### config.mk
export PLATFORM = sky130hd
export DESIGN_NAME = timer_capture_compare_unit
export DESIGN_NICKNAME = d
export VERILOG_FILES = /design/src/core/timer_capture_compare_unit.v
export VERILOG_INCLUDE_DIRS = /design/src /design/src/core
export SDC_FILE = /design/constraint.sdc
export NUM_CORES = 1
export LEC_CHECK = 0
export BUFFER_PORTS_ARGS = -buffer_cell sky130_fd_sc_hd__clkbuf_2
export CAP_MARGIN = 0
export CORE_UTILIZATION = 45
export DETAILED_ROUTE_END_ITERATION = 7
export GPL_ROUTABILITY_DRIVEN = 0
export SYNTH_ARGS = -nofsm -noshare
export SYNTH_HDL_FRONTEND = slang
export SYNTH_SLANG_ARGS = --single-unit
### constraint.sdc
create_clock -name i_ref_clk -period 2.5 [get_ports i_ref_clk]
set_input_delay 0.125 -clock i_ref_clk [delete_from_list [all_inputs] [get_ports i_ref_clk]]
set_output_delay 0.125 -clock i_ref_clk [all_outputs]
set_load 0.02 [all_outputs]
### src/core/timer_cc_regs.vh
// Constants for the timer capture/compare unit: register indices, field positions,
// reset values and clock-select encodings.
// Assumes byte-wide register access over a plain address/strobe port.
//
// Overview of operation
// - Clock select field 11 takes counting from the external count pin.
// - External edge select picks rising or falling external edge to count.
// - Counter updates are aligned to one CPU clock phase.
// - Internal clocking advances counter at CPU clock divided by 2, 4 or 8.
// - Selected capture pin transition latches the 16-bit counter into that channel.
// - Capture registers are read-only; writes leave them unchanged.
// - Capture edge: channel one in control one, channel two in control two.
// - Capture sets flag; interrupt when enabled and CPU mask clear.
// - Capture flag clears after status read then capture low byte access.
// - Reading capture high byte blocks captures and flag until low read.
// - Capture inputs always connected; any qualifying transition captures.
// - In one-pulse or PWM only capture channel two captures.
// - Each timer tick compares counter; match sets flag outside one-pulse or PWM and may interrupt.
// - Compare registers are software read/write, reset to 8000h.
// - Match with output enabled drives pin to level bit; pin low in reset.
// - Compare flag clears after status read then compare low byte access.
// - Compare high write suspends compares; low write resumes and clears flag.
// - Output disabled: pin untouched on match, interrupt still possible.
// - Divide by 2 matches counter equal; others match value plus one.
// - Force bit copies level to enabled pin, no flag, no interrupt.
// - Force bits are ignored in one-pulse or PWM operation.
`ifndef TIMER_CC_REGS_VH
`define TIMER_CC_REGS_VH

`define TCC_ADDR_W        4
`define TCC_A_CTRL_ONE    4'h0
`define TCC_A_CTRL_TWO    4'h1
`define TCC_A_STATUS      4'h2
`define TCC_A_CAP1_HI     4'h3
`define TCC_A_CAP1_LO     4'h4
`define TCC_A_CMP1_HI     4'h5
`define TCC_A_CMP1_LO     4'h6
`define TCC_A_CAP2_HI     4'h7
`define TCC_A_CAP2_LO     4'h8
`define TCC_A_CMP2_HI     4'h9
`define TCC_A_CMP2_LO     4'ha
`define TCC_A_CNT_HI      4'hb
`define TCC_A_CNT_LO      4'hc

// Control one fields.
`define TCC_C1_CAP_IE     7
`define TCC_C1_CMP_IE     6
`define TCC_C1_EDGE1      1
`define TCC_C1_LVL1       0
`define TCC_C1_LVL2       2
`define TCC_C1_FORCE2     3
`define TCC_C1_FORCE1     4
// Control two fields.
`define TCC_C2_PIN1_EN    7
`define TCC_C2_PIN2_EN    6
`define TCC_C2_ONE_PULSE  5
`define TCC_C2_PWM        4
`define TCC_C2_CLK_HI     3
`define TCC_C2_CLK_LO     2
`define TCC_C2_EDGE2      1
`define TCC_C2_EXT_EDGE   0
// Status fields.
`define TCC_ST_CAP1       7
`define TCC_ST_CMP1       6
`define TCC_ST_CAP2       4
`define TCC_ST_CMP2       3

`define TCC_CLK_DIV2      2'h0
`define TCC_CLK_DIV4      2'h1
`define TCC_CLK_DIV8      2'h2
`define TCC_CLK_EXT       2'h3

`define TCC_CMP_RESET     16'h8000
`define TCC_CNT_RESET     16'hfffc
`define TCC_CTRL_RESET    8'h00

`endif

### src/core/timer_capture_compare_unit.v
// Capture/compare unit of a 16-bit free-running timer with clock selection.
// Assumes one clock; pins and strobes synchronous to it; one-cycle strobes.
//
// Chosen here: the placing of the registers and the plain strobed port.
`timescale 1ns/1ps
`default_nettype none
`include "timer_cc_regs.vh"

module timer_capture_compare_unit (
  input  wire                   i_ref_clk,
  input  wire                   i_srst,
  input  wire [`TCC_ADDR_W-1:0] i_addr,
  input  wire [7:0]             i_wdata,
  input  wire                   i_wr,
  input  wire                   i_rd,
  input  wire                   i_cpu_irq_mask,
  input  wire                   i_ext_count_pin,
  input  wire [1:0]             i_capture_input_pin,
  output reg  [7:0]             o_rdata,
  output reg  [1:0]             o_compare_output_pin,
  output reg  [1:0]             o_compare_pin_oe,
  output reg                    o_timer_irq
);

  reg  [7:0]  timer_ctrl_one;
  reg  [7:0]  timer_ctrl_two;
  reg  [15:0] counter;
  reg  [15:0] capture_value [0:1];
  reg  [15:0] compare_value [0:1];
  reg  [1:0]  capture_flag;
  reg  [1:0]  compare_flag;
  reg  [1:0]  cap_blocked;
  reg  [1:0]  cmp_blocked;
  reg  [1:0]  cap_armed;
  reg  [1:0]  cmp_armed;
  reg  [1:0]  cap_pin_d;
  reg         ext_pin_d;
  reg  [2:0]  prescale;
  reg         tick_d;
  reg  [7:0]  cmp_lo_buf [0:1];

  wire [1:0]  clock_sel_field = {timer_ctrl_two[`TCC_C2_CLK_HI], timer_ctrl_two[`TCC_C2_CLK_LO]};
  wire        special_mode    = timer_ctrl_two[`TCC_C2_ONE_PULSE] | timer_ctrl_two[`TCC_C2_PWM];
  wire [1:0]  pin_enable      = {timer_ctrl_two[`TCC_C2_PIN2_EN], timer_ctrl_two[`TCC_C2_PIN1_EN]};
  wire [1:0]  out_level       = {timer_ctrl_one[`TCC_C1_LVL2], timer_ctrl_one[`TCC_C1_LVL1]};
  wire [1:0]  force_bits      = {timer_ctrl_one[`TCC_C1_FORCE2], timer_ctrl_one[`TCC_C1_FORCE1]};
  wire [1:0]  edge_sel        = {timer_ctrl_two[`TCC_C2_EDGE2], timer_ctrl_one[`TCC_C1_EDGE1]};

  // Selected edge detect, shared by the external clock and capture inputs.
  function edge_hit;
    input prev;
    input cur;
    input rising;
    begin
      edge_hit = rising ? (~prev & cur) : (prev & ~cur);
    end
  endfunction

  function is_access;
    input [`TCC_ADDR_W-1:0] a;
    input [`TCC_ADDR_W-1:0] target;
    input                   rd;
    input                   wr;
    begin
      is_access = (rd | wr) & (a == target);
    end
  endfunction

  // Prescaler wraps at 8, so its low 1, 2 or 3 bits all high mark a divide-by-2, 4 or 8 tick.
  wire ext_edge = edge_hit(ext_pin_d, i_ext_count_pin, timer_ctrl_two[`TCC_C2_EXT_EDGE]);
  reg  tick;
  always @* begin
    case (clock_sel_field)
      `TCC_CLK_DIV2: tick = (prescale[0] == 1'b1);
      `TCC_CLK_DIV4: tick = (prescale[1:0] == 2'h3);
      `TCC_CLK_DIV8: tick = (prescale == 3'h7);
      default:       tick = ext_edge;
    endcase
  end

  // Compare target: plain value at divide-by-2, value plus one at divide-by-4, divide-by-8 and external clock.
  wire plus_one = (clock_sel_field != `TCC_CLK_DIV2);

  wire st_rd = i_rd & (i_addr == `TCC_A_STATUS);

  always @(posedge i_ref_clk) begin
    if (i_srst) begin
      prescale  <= 3'h0;
      ext_pin_d <= 1'b0;
      counter   <= `TCC_CNT_RESET;
      tick_d    <= 1'b0;
    end else begin
      prescale  <= prescale + 3'h1;
      ext_pin_d <= i_ext_count_pin;
      // The counter moves only on the tick cycle; external edges need two
      // clocks of spacing from the source or ticks are merged.
      tick_d    <= tick;
      if (tick) begin
        counter <= counter + 16'h0001;
      end
    end
  end

  genvar ch;
  generate
    for (ch = 0; ch < 2; ch = ch + 1) begin : g_ch
      wire [`TCC_ADDR_W-1:0] a_cap_hi = (ch == 0) ? `TCC_A_CAP1_HI : `TCC_A_CAP2_HI;
      wire [`TCC_ADDR_W-1:0] a_cap_lo = (ch == 0) ? `TCC_A_CAP1_LO : `TCC_A_CAP2_LO;
      wire [`TCC_ADDR_W-1:0] a_cmp_hi = (ch == 0) ? `TCC_A_CMP1_HI : `TCC_A_CMP2_HI;
      wire [`TCC_ADDR_W-1:0] a_cmp_lo = (ch == 0) ? `TCC_A_CMP1_LO : `TCC_A_CMP2_LO;
      wire cap_en   = (ch == 1) | ~special_mode;
      wire cap_evt  = cap_en & ~cap_blocked[ch] &
                      edge_hit(cap_pin_d[ch], i_capture_input_pin[ch], edge_sel[ch]);
      wire [15:0] target = compare_value[ch] + {15'h0, plus_one};
      wire cmp_evt  = tick_d & ~cmp_blocked[ch] & (counter == target);
      wire cmp_flag_ok = ~special_mode;
      wire cap_lo_acc = is_access(i_addr, a_cap_lo, i_rd, i_wr);
      wire cmp_lo_acc = is_access(i_addr, a_cmp_lo, i_rd, i_wr);

      always @(posedge i_ref_clk) begin
        if (i_srst) begin
          cap_pin_d[ch]     <= 1'b0;
          capture_value[ch] <= 16'h0000;
          capture_flag[ch]  <= 1'b0;
          cap_blocked[ch]   <= 1'b0;
          cap_armed[ch]     <= 1'b0;
          compare_value[ch] <= `TCC_CMP_RESET;
          cmp_lo_buf[ch]    <= 8'h00;
          compare_flag[ch]  <= 1'b0;
          cmp_blocked[ch]   <= 1'b0;
          cmp_armed[ch]     <= 1'b0;
          o_compare_output_pin[ch] <= 1'b0;
          o_compare_pin_oe[ch]     <= 1'b0;
        end else begin
          cap_pin_d[ch] <= i_capture_input_pin[ch];
          o_compare_pin_oe[ch] <= pin_enable[ch];
          // Capture side; register writes never reach capture_value.
          if (cap_evt) begin
            capture_value[ch] <= counter;
          end
          if (i_rd & (i_addr == a_cap_hi)) begin
            cap_blocked[ch] <= 1'b1;
          end else if (i_rd & (i_addr == a_cap_lo)) begin
            cap_blocked[ch] <= 1'b0;
          end
          if (st_rd & capture_flag[ch]) begin
            cap_armed[ch] <= 1'b1;
          end else if (cap_lo_acc) begin
            cap_armed[ch] <= 1'b0;
          end
          // A capture in the clearing cycle keeps the flag set.
          if (cap_evt) begin
            capture_flag[ch] <= 1'b1;
          end else if (cap_lo_acc & cap_armed[ch]) begin
            capture_flag[ch] <= 1'b0;
          end
          // Compare side: high byte is held until the low byte commits both.
          if (i_wr & (i_addr == a_cmp_hi)) begin
            cmp_lo_buf[ch]  <= i_wdata;
            cmp_blocked[ch] <= 1'b1;
          end else if (i_wr & (i_addr == a_cmp_lo)) begin
            compare_value[ch] <= {(cmp_blocked[ch] ? cmp_lo_buf[ch] :
                                   compare_value[ch][15:8]), i_wdata};
            cmp_blocked[ch]   <= 1'b0;
          end
          if (st_rd & compare_flag[ch]) begin
            cmp_armed[ch] <= 1'b1;
          end else if (cmp_lo_acc) begin
            cmp_armed[ch] <= 1'b0;
          end
          // The low-byte write clears the flag outright; other accesses need
          // the status read first. A match in the same cycle still wins.
          if (cmp_evt & cmp_flag_ok) begin
            compare_flag[ch] <= 1'b1;
          end else if ((cmp_lo_acc & cmp_armed[ch]) |
                       (i_wr & (i_addr == a_cmp_lo))) begin
            compare_flag[ch] <= 1'b0;
          end
          if (cmp_evt & pin_enable[ch]) begin
            o_compare_output_pin[ch] <= out_level[ch];
          end else if (force_bits[ch] & pin_enable[ch] & ~special_mode) begin
            o_compare_output_pin[ch] <= out_level[ch];
          end
        end
      end
    end
  endgenerate

  // Force bits self-clear after one cycle so they act as strobes.
  always @(posedge i_ref_clk) begin
    if (i_srst) begin
      timer_ctrl_one <= `TCC_CTRL_RESET;
      timer_ctrl_two <= `TCC_CTRL_RESET;
    end else begin
      if (i_wr & (i_addr == `TCC_A_CTRL_ONE)) begin
        timer_ctrl_one <= i_wdata;
      end else begin
        timer_ctrl_one[`TCC_C1_FORCE1] <= 1'b0;
        timer_ctrl_one[`TCC_C1_FORCE2] <= 1'b0;
      end
      if (i_wr & (i_addr == `TCC_A_CTRL_TWO)) begin
        timer_ctrl_two <= i_wdata;
      end
    end
  end

  reg [7:0] next_rdata;
  always @* begin
    case (i_addr)
      `TCC_A_CTRL_ONE: next_rdata = timer_ctrl_one;
      `TCC_A_CTRL_TWO: next_rdata = timer_ctrl_two;
      `TCC_A_STATUS:   next_rdata = {capture_flag[0], compare_flag[0], 1'b0,
                                     capture_flag[1], compare_flag[1], 3'h0};
      `TCC_A_CAP1_HI:  next_rdata = capture_value[0][15:8];
      `TCC_A_CAP1_LO:  next_rdata = capture_value[0][7:0];
      `TCC_A_CMP1_HI:  next_rdata = compare_value[0][15:8];
      `TCC_A_CMP1_LO:  next_rdata = compare_value[0][7:0];
      `TCC_A_CAP2_HI:  next_rdata = capture_value[1][15:8];
      `TCC_A_CAP2_LO:  next_rdata = capture_value[1][7:0];
      `TCC_A_CMP2_HI:  next_rdata = compare_value[1][15:8];
      `TCC_A_CMP2_LO:  next_rdata = compare_value[1][7:0];
      `TCC_A_CNT_HI:   next_rdata = counter[15:8];
      `TCC_A_CNT_LO:   next_rdata = counter[7:0];
      default:         next_rdata = 8'h00;
    endcase
  end

  always @(posedge i_ref_clk) begin
    if (i_srst) begin
      o_rdata     <= 8'h00;
      o_timer_irq <= 1'b0;
    end else begin
      o_rdata     <= i_rd ? next_rdata : 8'h00;
      // Flags stay set while masked, so the request stays pending.
      o_timer_irq <= ~i_cpu_irq_mask &
                     ((timer_ctrl_one[`TCC_C1_CAP_IE] & (|capture_flag)) |
                      (timer_ctrl_one[`TCC_C1_CMP_IE] & (|compare_flag)));
    end
  end

endmodule
`default_nettype wire

==> results.md <==
Run status:
- The flow ran to the end, and the final reports show no timing, DRC or antenna violations.

Yosys:
- In the synthesized netlist the dominant register cell turns out to be sky130_fd_sc_hd__edfxtp_1.
- In the synthesized netlist, mux cells make up 6.89% of the area.
- The area share of xor/xnor cells in the synthesized design is 6.02%.
- The adder and majority gate portion of the synthesized area is 1.45%.
- The number of nets produced by synthesis is 788.
- The synthesis warning total is 0.
- Counting distinct cell types in the post-synthesis netlist gives 74.
- The simple logic cell fraction of the synthesized area is 23.8%.
- The synthesized flop and latch total is 144.
- The instance count of the mapped netlist is 759.
- Counting flops with a built-in enable in the synthesized netlist gives 80.
- After synthesis, the largest family of logic cells by area is simple AND/OR/NAND/NOR gates.
- The combined area of all synthesized cells is 7770 um^2.
- Counting flops with an async set or reset pin after synthesis yields a share of 0%.
- The sequential area share after synthesis is 47.4%.
- The average instance in the mapped netlist occupies 10.2 um^2.
- The synthesized netlist devotes 11.2% of its cell area to compound gates.

Drt:
- The DRC marker count from the first detailed-route iteration is 529.
- The overall via count from detail_route is 6277.
- The via-per-instance ratio is 6.01.
- The final antenna-violating net count is 0.
- The post-detailed-routing wire length is 23800 um.
- After detailed routing, the average wire length per cell comes to 22.8 um.
- Before antenna repair, the detailed router went through 6 iterations.
- The number of remaining DRC errors is 0.

STA:
- Timing would allow up to 418 MHz.
- The final count of hold timing violations was 0.
- On the final layout, the worst clock skew is 0.00901 ns.
- The minimum hold slack is 0.0301 ns.
- After layout, the worst path uses 95.7% of the clock period.
- The slew at the pin with the worst max-slew slack is 0.873 ns.
- Setup violations remaining at the end of the flow were counted as 0.
- The final count of pins violating max slew came to 0.
- The headroom to the max-slew limit is 41.6%.
- The final period demand of the worst path is 2.39 ns.

Layout:
- Summing all non-filler instances in the final layout gives an area of 9090 um^2.
- Leaving out fill and tap cells, the most frequent cells in the layout are sky130_fd_sc_hd__and2_1 (81), sky130_fd_sc_hd__edfxtp_1 (80), sky130_fd_sc_hd__dfxtp_1 (63).
- In the final design database the tool counted 841 nets.
- The number of inserted filler cells in the final layout is 1497.
- The utilization after layout is 54.4%.
- From synthesis to final layout, the design area changed by 17.0%.
- The share of cells above drive strength 1 is 20.0%.
- The antenna diode instance count is 0.
- The library cell used most frequently in the layout, excluding fill and tap cells, is sky130_fd_sc_hd__and2_1.

Floorplan:
- The number of cell rows is 47.
- During I/O placement, the number of pins put on the boundary was 33.
- The core region is 16700 um^2.
- The starting density of the core is 46.5%.
- Measured along the y axis, the die boundary spans 133 um.
- The die covers 17800 um^2.
- In this run the horizontal extent of the chip is 133 um.

CTS:
- TritonCTS built the clock tree.
- The clock sink count is 144.
- The H-tree depth is 4.
- Clock latency on the worst-skew pair, taken at its later pin, is 0.43 ns.
- Counting the buffers created by CTS gives 17.
- The root buffer cell chosen for the clock tree is sky130_fd_sc_hd__clkbuf_16.
- The clock slew at the register clock pins of the worst setup and hold paths is 0.06 ns.
- The longest clock path from root to sink contains 2 buffers.

Global routing:
- The wire length of the first global-routing pass is 36300 um.
- The number of antenna violations at the first check in global routing came to 0.
- The sum of overflow across all layers after global routing is 0.
- Global routing used 27.9% of the available tracks across all layers.
- The largest net degree at the start of global routing is 45.
- The number of global-route vias before repair is 6027.

Power and ir drop:
- The analysis attributes to cell leakage a power of 3.42 nW.
- The design draws 5.72 mW.
- The net switching power is 1.49 mW.
- Net switching is 26.1% of the power.
- In this run the power density over the cells is 629 nW/um^2.
- The worst-case IR drop observed on VDD is 0.484 mV.
- The internal portion of total power is 4.22 mW.
- The share of total power in combinational logic is 8.8%.
- The share of total power dissipated in sequential elements is 47.2%.
- The relative contribution of the clock network to total power is 44.0%.

Setup path:
- The type of destination of the critical path is a flop.
- The top fanout value on the critical path is 4.
- The kind of critical path is reg -> reg.
- The data required time of the critical path is 2.82 ns.
- The worst setup path is launched from a flop.
- The library cell contributing the largest single delay on the critical path is sky130_fd_sc_hd__nor4_4.
- Walking the worst path, the cells encountered are or2_4, ha_4, ha_2, and2_4, xnor2_1, o32ai_1, a31oi_1, nor4_4, and4_1, a211oi_2.
- The number of buffers and inverters on the critical path is 0.
- On the critical path the largest part of the delay comes from simple AND/OR/NAND/NOR gates.
- On the worst path, the slowest cell contributes a delay of 0.34 ns.
- The worst endpoint data arrival time is 2.71 ns.

Job:
- Across the run, the number of max-cap violations was 0.

Min path:
- The type of the worst min-delay path is in -> reg.

Placed design:
- The detailed placement HPWL is 17500 um.
- The post-place instance area is 8330 um^2.
- The count of input and output buffers is 32.
## sequential cells by signal, indices dropped and copies added (netlist names), 3 cells and up
| name | count |
|---|---|
| compare_value | 32 |
| cmp_lo_buf | 16 |
| counter | 16 |
| o_rdata | 8 |
| timer_ctrl_two | 8 |
| timer_ctrl_one | 8 |
| prescale | 3 |
| capture_value | 32 |
## worst paths after layout
kind	from	to	slack [ns]	cells after the start
setup reg to reg	timer_ctrl_two[3]$_SDFFE_PP0P_	o_compare_output_pin[1]$_SDFFE_PP0P_	0.11	10
hold / removal	i_wdata[0]	timer_ctrl_two[0]$_SDFFE_PP0P_	0.03	3
setup / recovery	timer_ctrl_two[3]$_SDFFE_PP0P_	o_compare_output_pin[1]$_SDFFE_PP0P_	0.11	10
hold reg to reg	prescale[0]$_SDFF_PP0_	prescale[0]$_SDFF_PP0_	0.46	1
## kinds of logic (layout without fill, tap and decap cells)
kind of cell               after synthesis  in the layout
and+or+nand+nor                        320            320
DFF                                    144            144
AOI/OAI and AO/OA                      130            130
buffers and inverters                   58            124
xor gates and xnor gates                51             51
muxes                                   47             47
adders and majority gates                9              9
## Yosys cell counts (9+ instances only)
| cell | n | area [um^2] |
|---|---|---|
| sky130_fd_sc_hd__buf_2 | 15 | 75.1 |
| sky130_fd_sc_hd__nor2_1 | 50 | 188 |
| sky130_fd_sc_hd__ha_1 | 9 | 113 |
| sky130_fd_sc_hd__dfxtp_1 | 64 | 1280 |
| sky130_fd_sc_hd__a22oi_1 | 12 | 90.1 |
| sky130_fd_sc_hd__xor2_1 | 14 | 123 |
| sky130_fd_sc_hd__mux2i_1 | 31 | 310 |
| sky130_fd_sc_hd__and3_1 | 11 | 68.8 |
| sky130_fd_sc_hd__xnor2_1 | 35 | 307 |
| sky130_fd_sc_hd__o21ai_0 | 22 | 110 |
| sky130_fd_sc_hd__edfxtp_1 | 80 | 2400 |
| sky130_fd_sc_hd__mux2_2 | 12 | 135 |
| sky130_fd_sc_hd__and2_1 | 82 | 513 |
| sky130_fd_sc_hd__clkbuf_1 | 28 | 105 |
| sky130_fd_sc_hd__a31oi_1 | 11 | 68.8 |
| sky130_fd_sc_hd__nand2b_1 | 15 | 93.8 |
| sky130_fd_sc_hd__nor2b_1 | 20 | 125 |
| sky130_fd_sc_hd__nand4_1 | 9 | 56.3 |
| sky130_fd_sc_hd__nor3_1 | 20 | 100 |
| sky130_fd_sc_hd__a21oi_1 | 31 | 155 |
| sky130_fd_sc_hd__nand2_1 | 40 | 150 |
| sky130_fd_sc_hd__nand3_1 | 21 | 105 |
## power groups by stage
stage | registers [mW] | logic, mW | clock network (mW)
floorplan | 2.70 | 0.323 | 0
global placement | 2.74 | 0.474 | 0
detailed placement | 2.74 | 0.482 | 0
CTS | 2.69 | 0.493 | 2.54
global route | 2.71 | 0.544 | 2.62
finish | 2.70 | 0.504 | 2.51
## tightest hold or removal path, cell delays in order
cell and delay, ns:
sky130_fd_sc_hd__clkbuf_2 0.14, sky130_fd_sc_hd__mux2i_1 0.09, sky130_fd_sc_hd__nor2_1 0.07
## metal layers
metal	wire length (um)	vias to the layer above	track usage (%)
li1	-	2870	-
met1	10200	3032	38.6
met2	10700	316	42.4
met3	2070	59	5.56
met4	798	0	12.1
met5	0	-	0
## layout make-up
cell class                      instances  area, um^2  area share, %
Timing Repair Buffer                   84         586           6.44
Clock buffer                           19         475           5.23
Sequential cell                       144        3680           40.5
Clock inverter                         13         114           1.25
Tap cell                              220         275           3.03
Multi-Input combinational cell        557        3930           43.2
Inverter                                8        30.0          0.330
## stage by stage
stage	setup WS (ns)	TNS (ns)	instances
final	0.108	0	1045
after global routing	-0.0122	-0.0122	1045
after CTS	0.00467	0	1041
after detailed placement	-0.0163	-0.0163	1004
after global placement	0.0258	0	1004
after floorplan	0.0106	0	759
## what timing repair did
action | in CTS | in global routing
setup endpoints to repair | 1 | 4
hold buffers | 4 | 0
endpoints found under the hold margin | 4 | 0
setup buffers | 1 | 5
pin swaps | 3 | 12
resized for setup | 7 | 10
No activity file was read; power rests on OpenSTA's default activity.
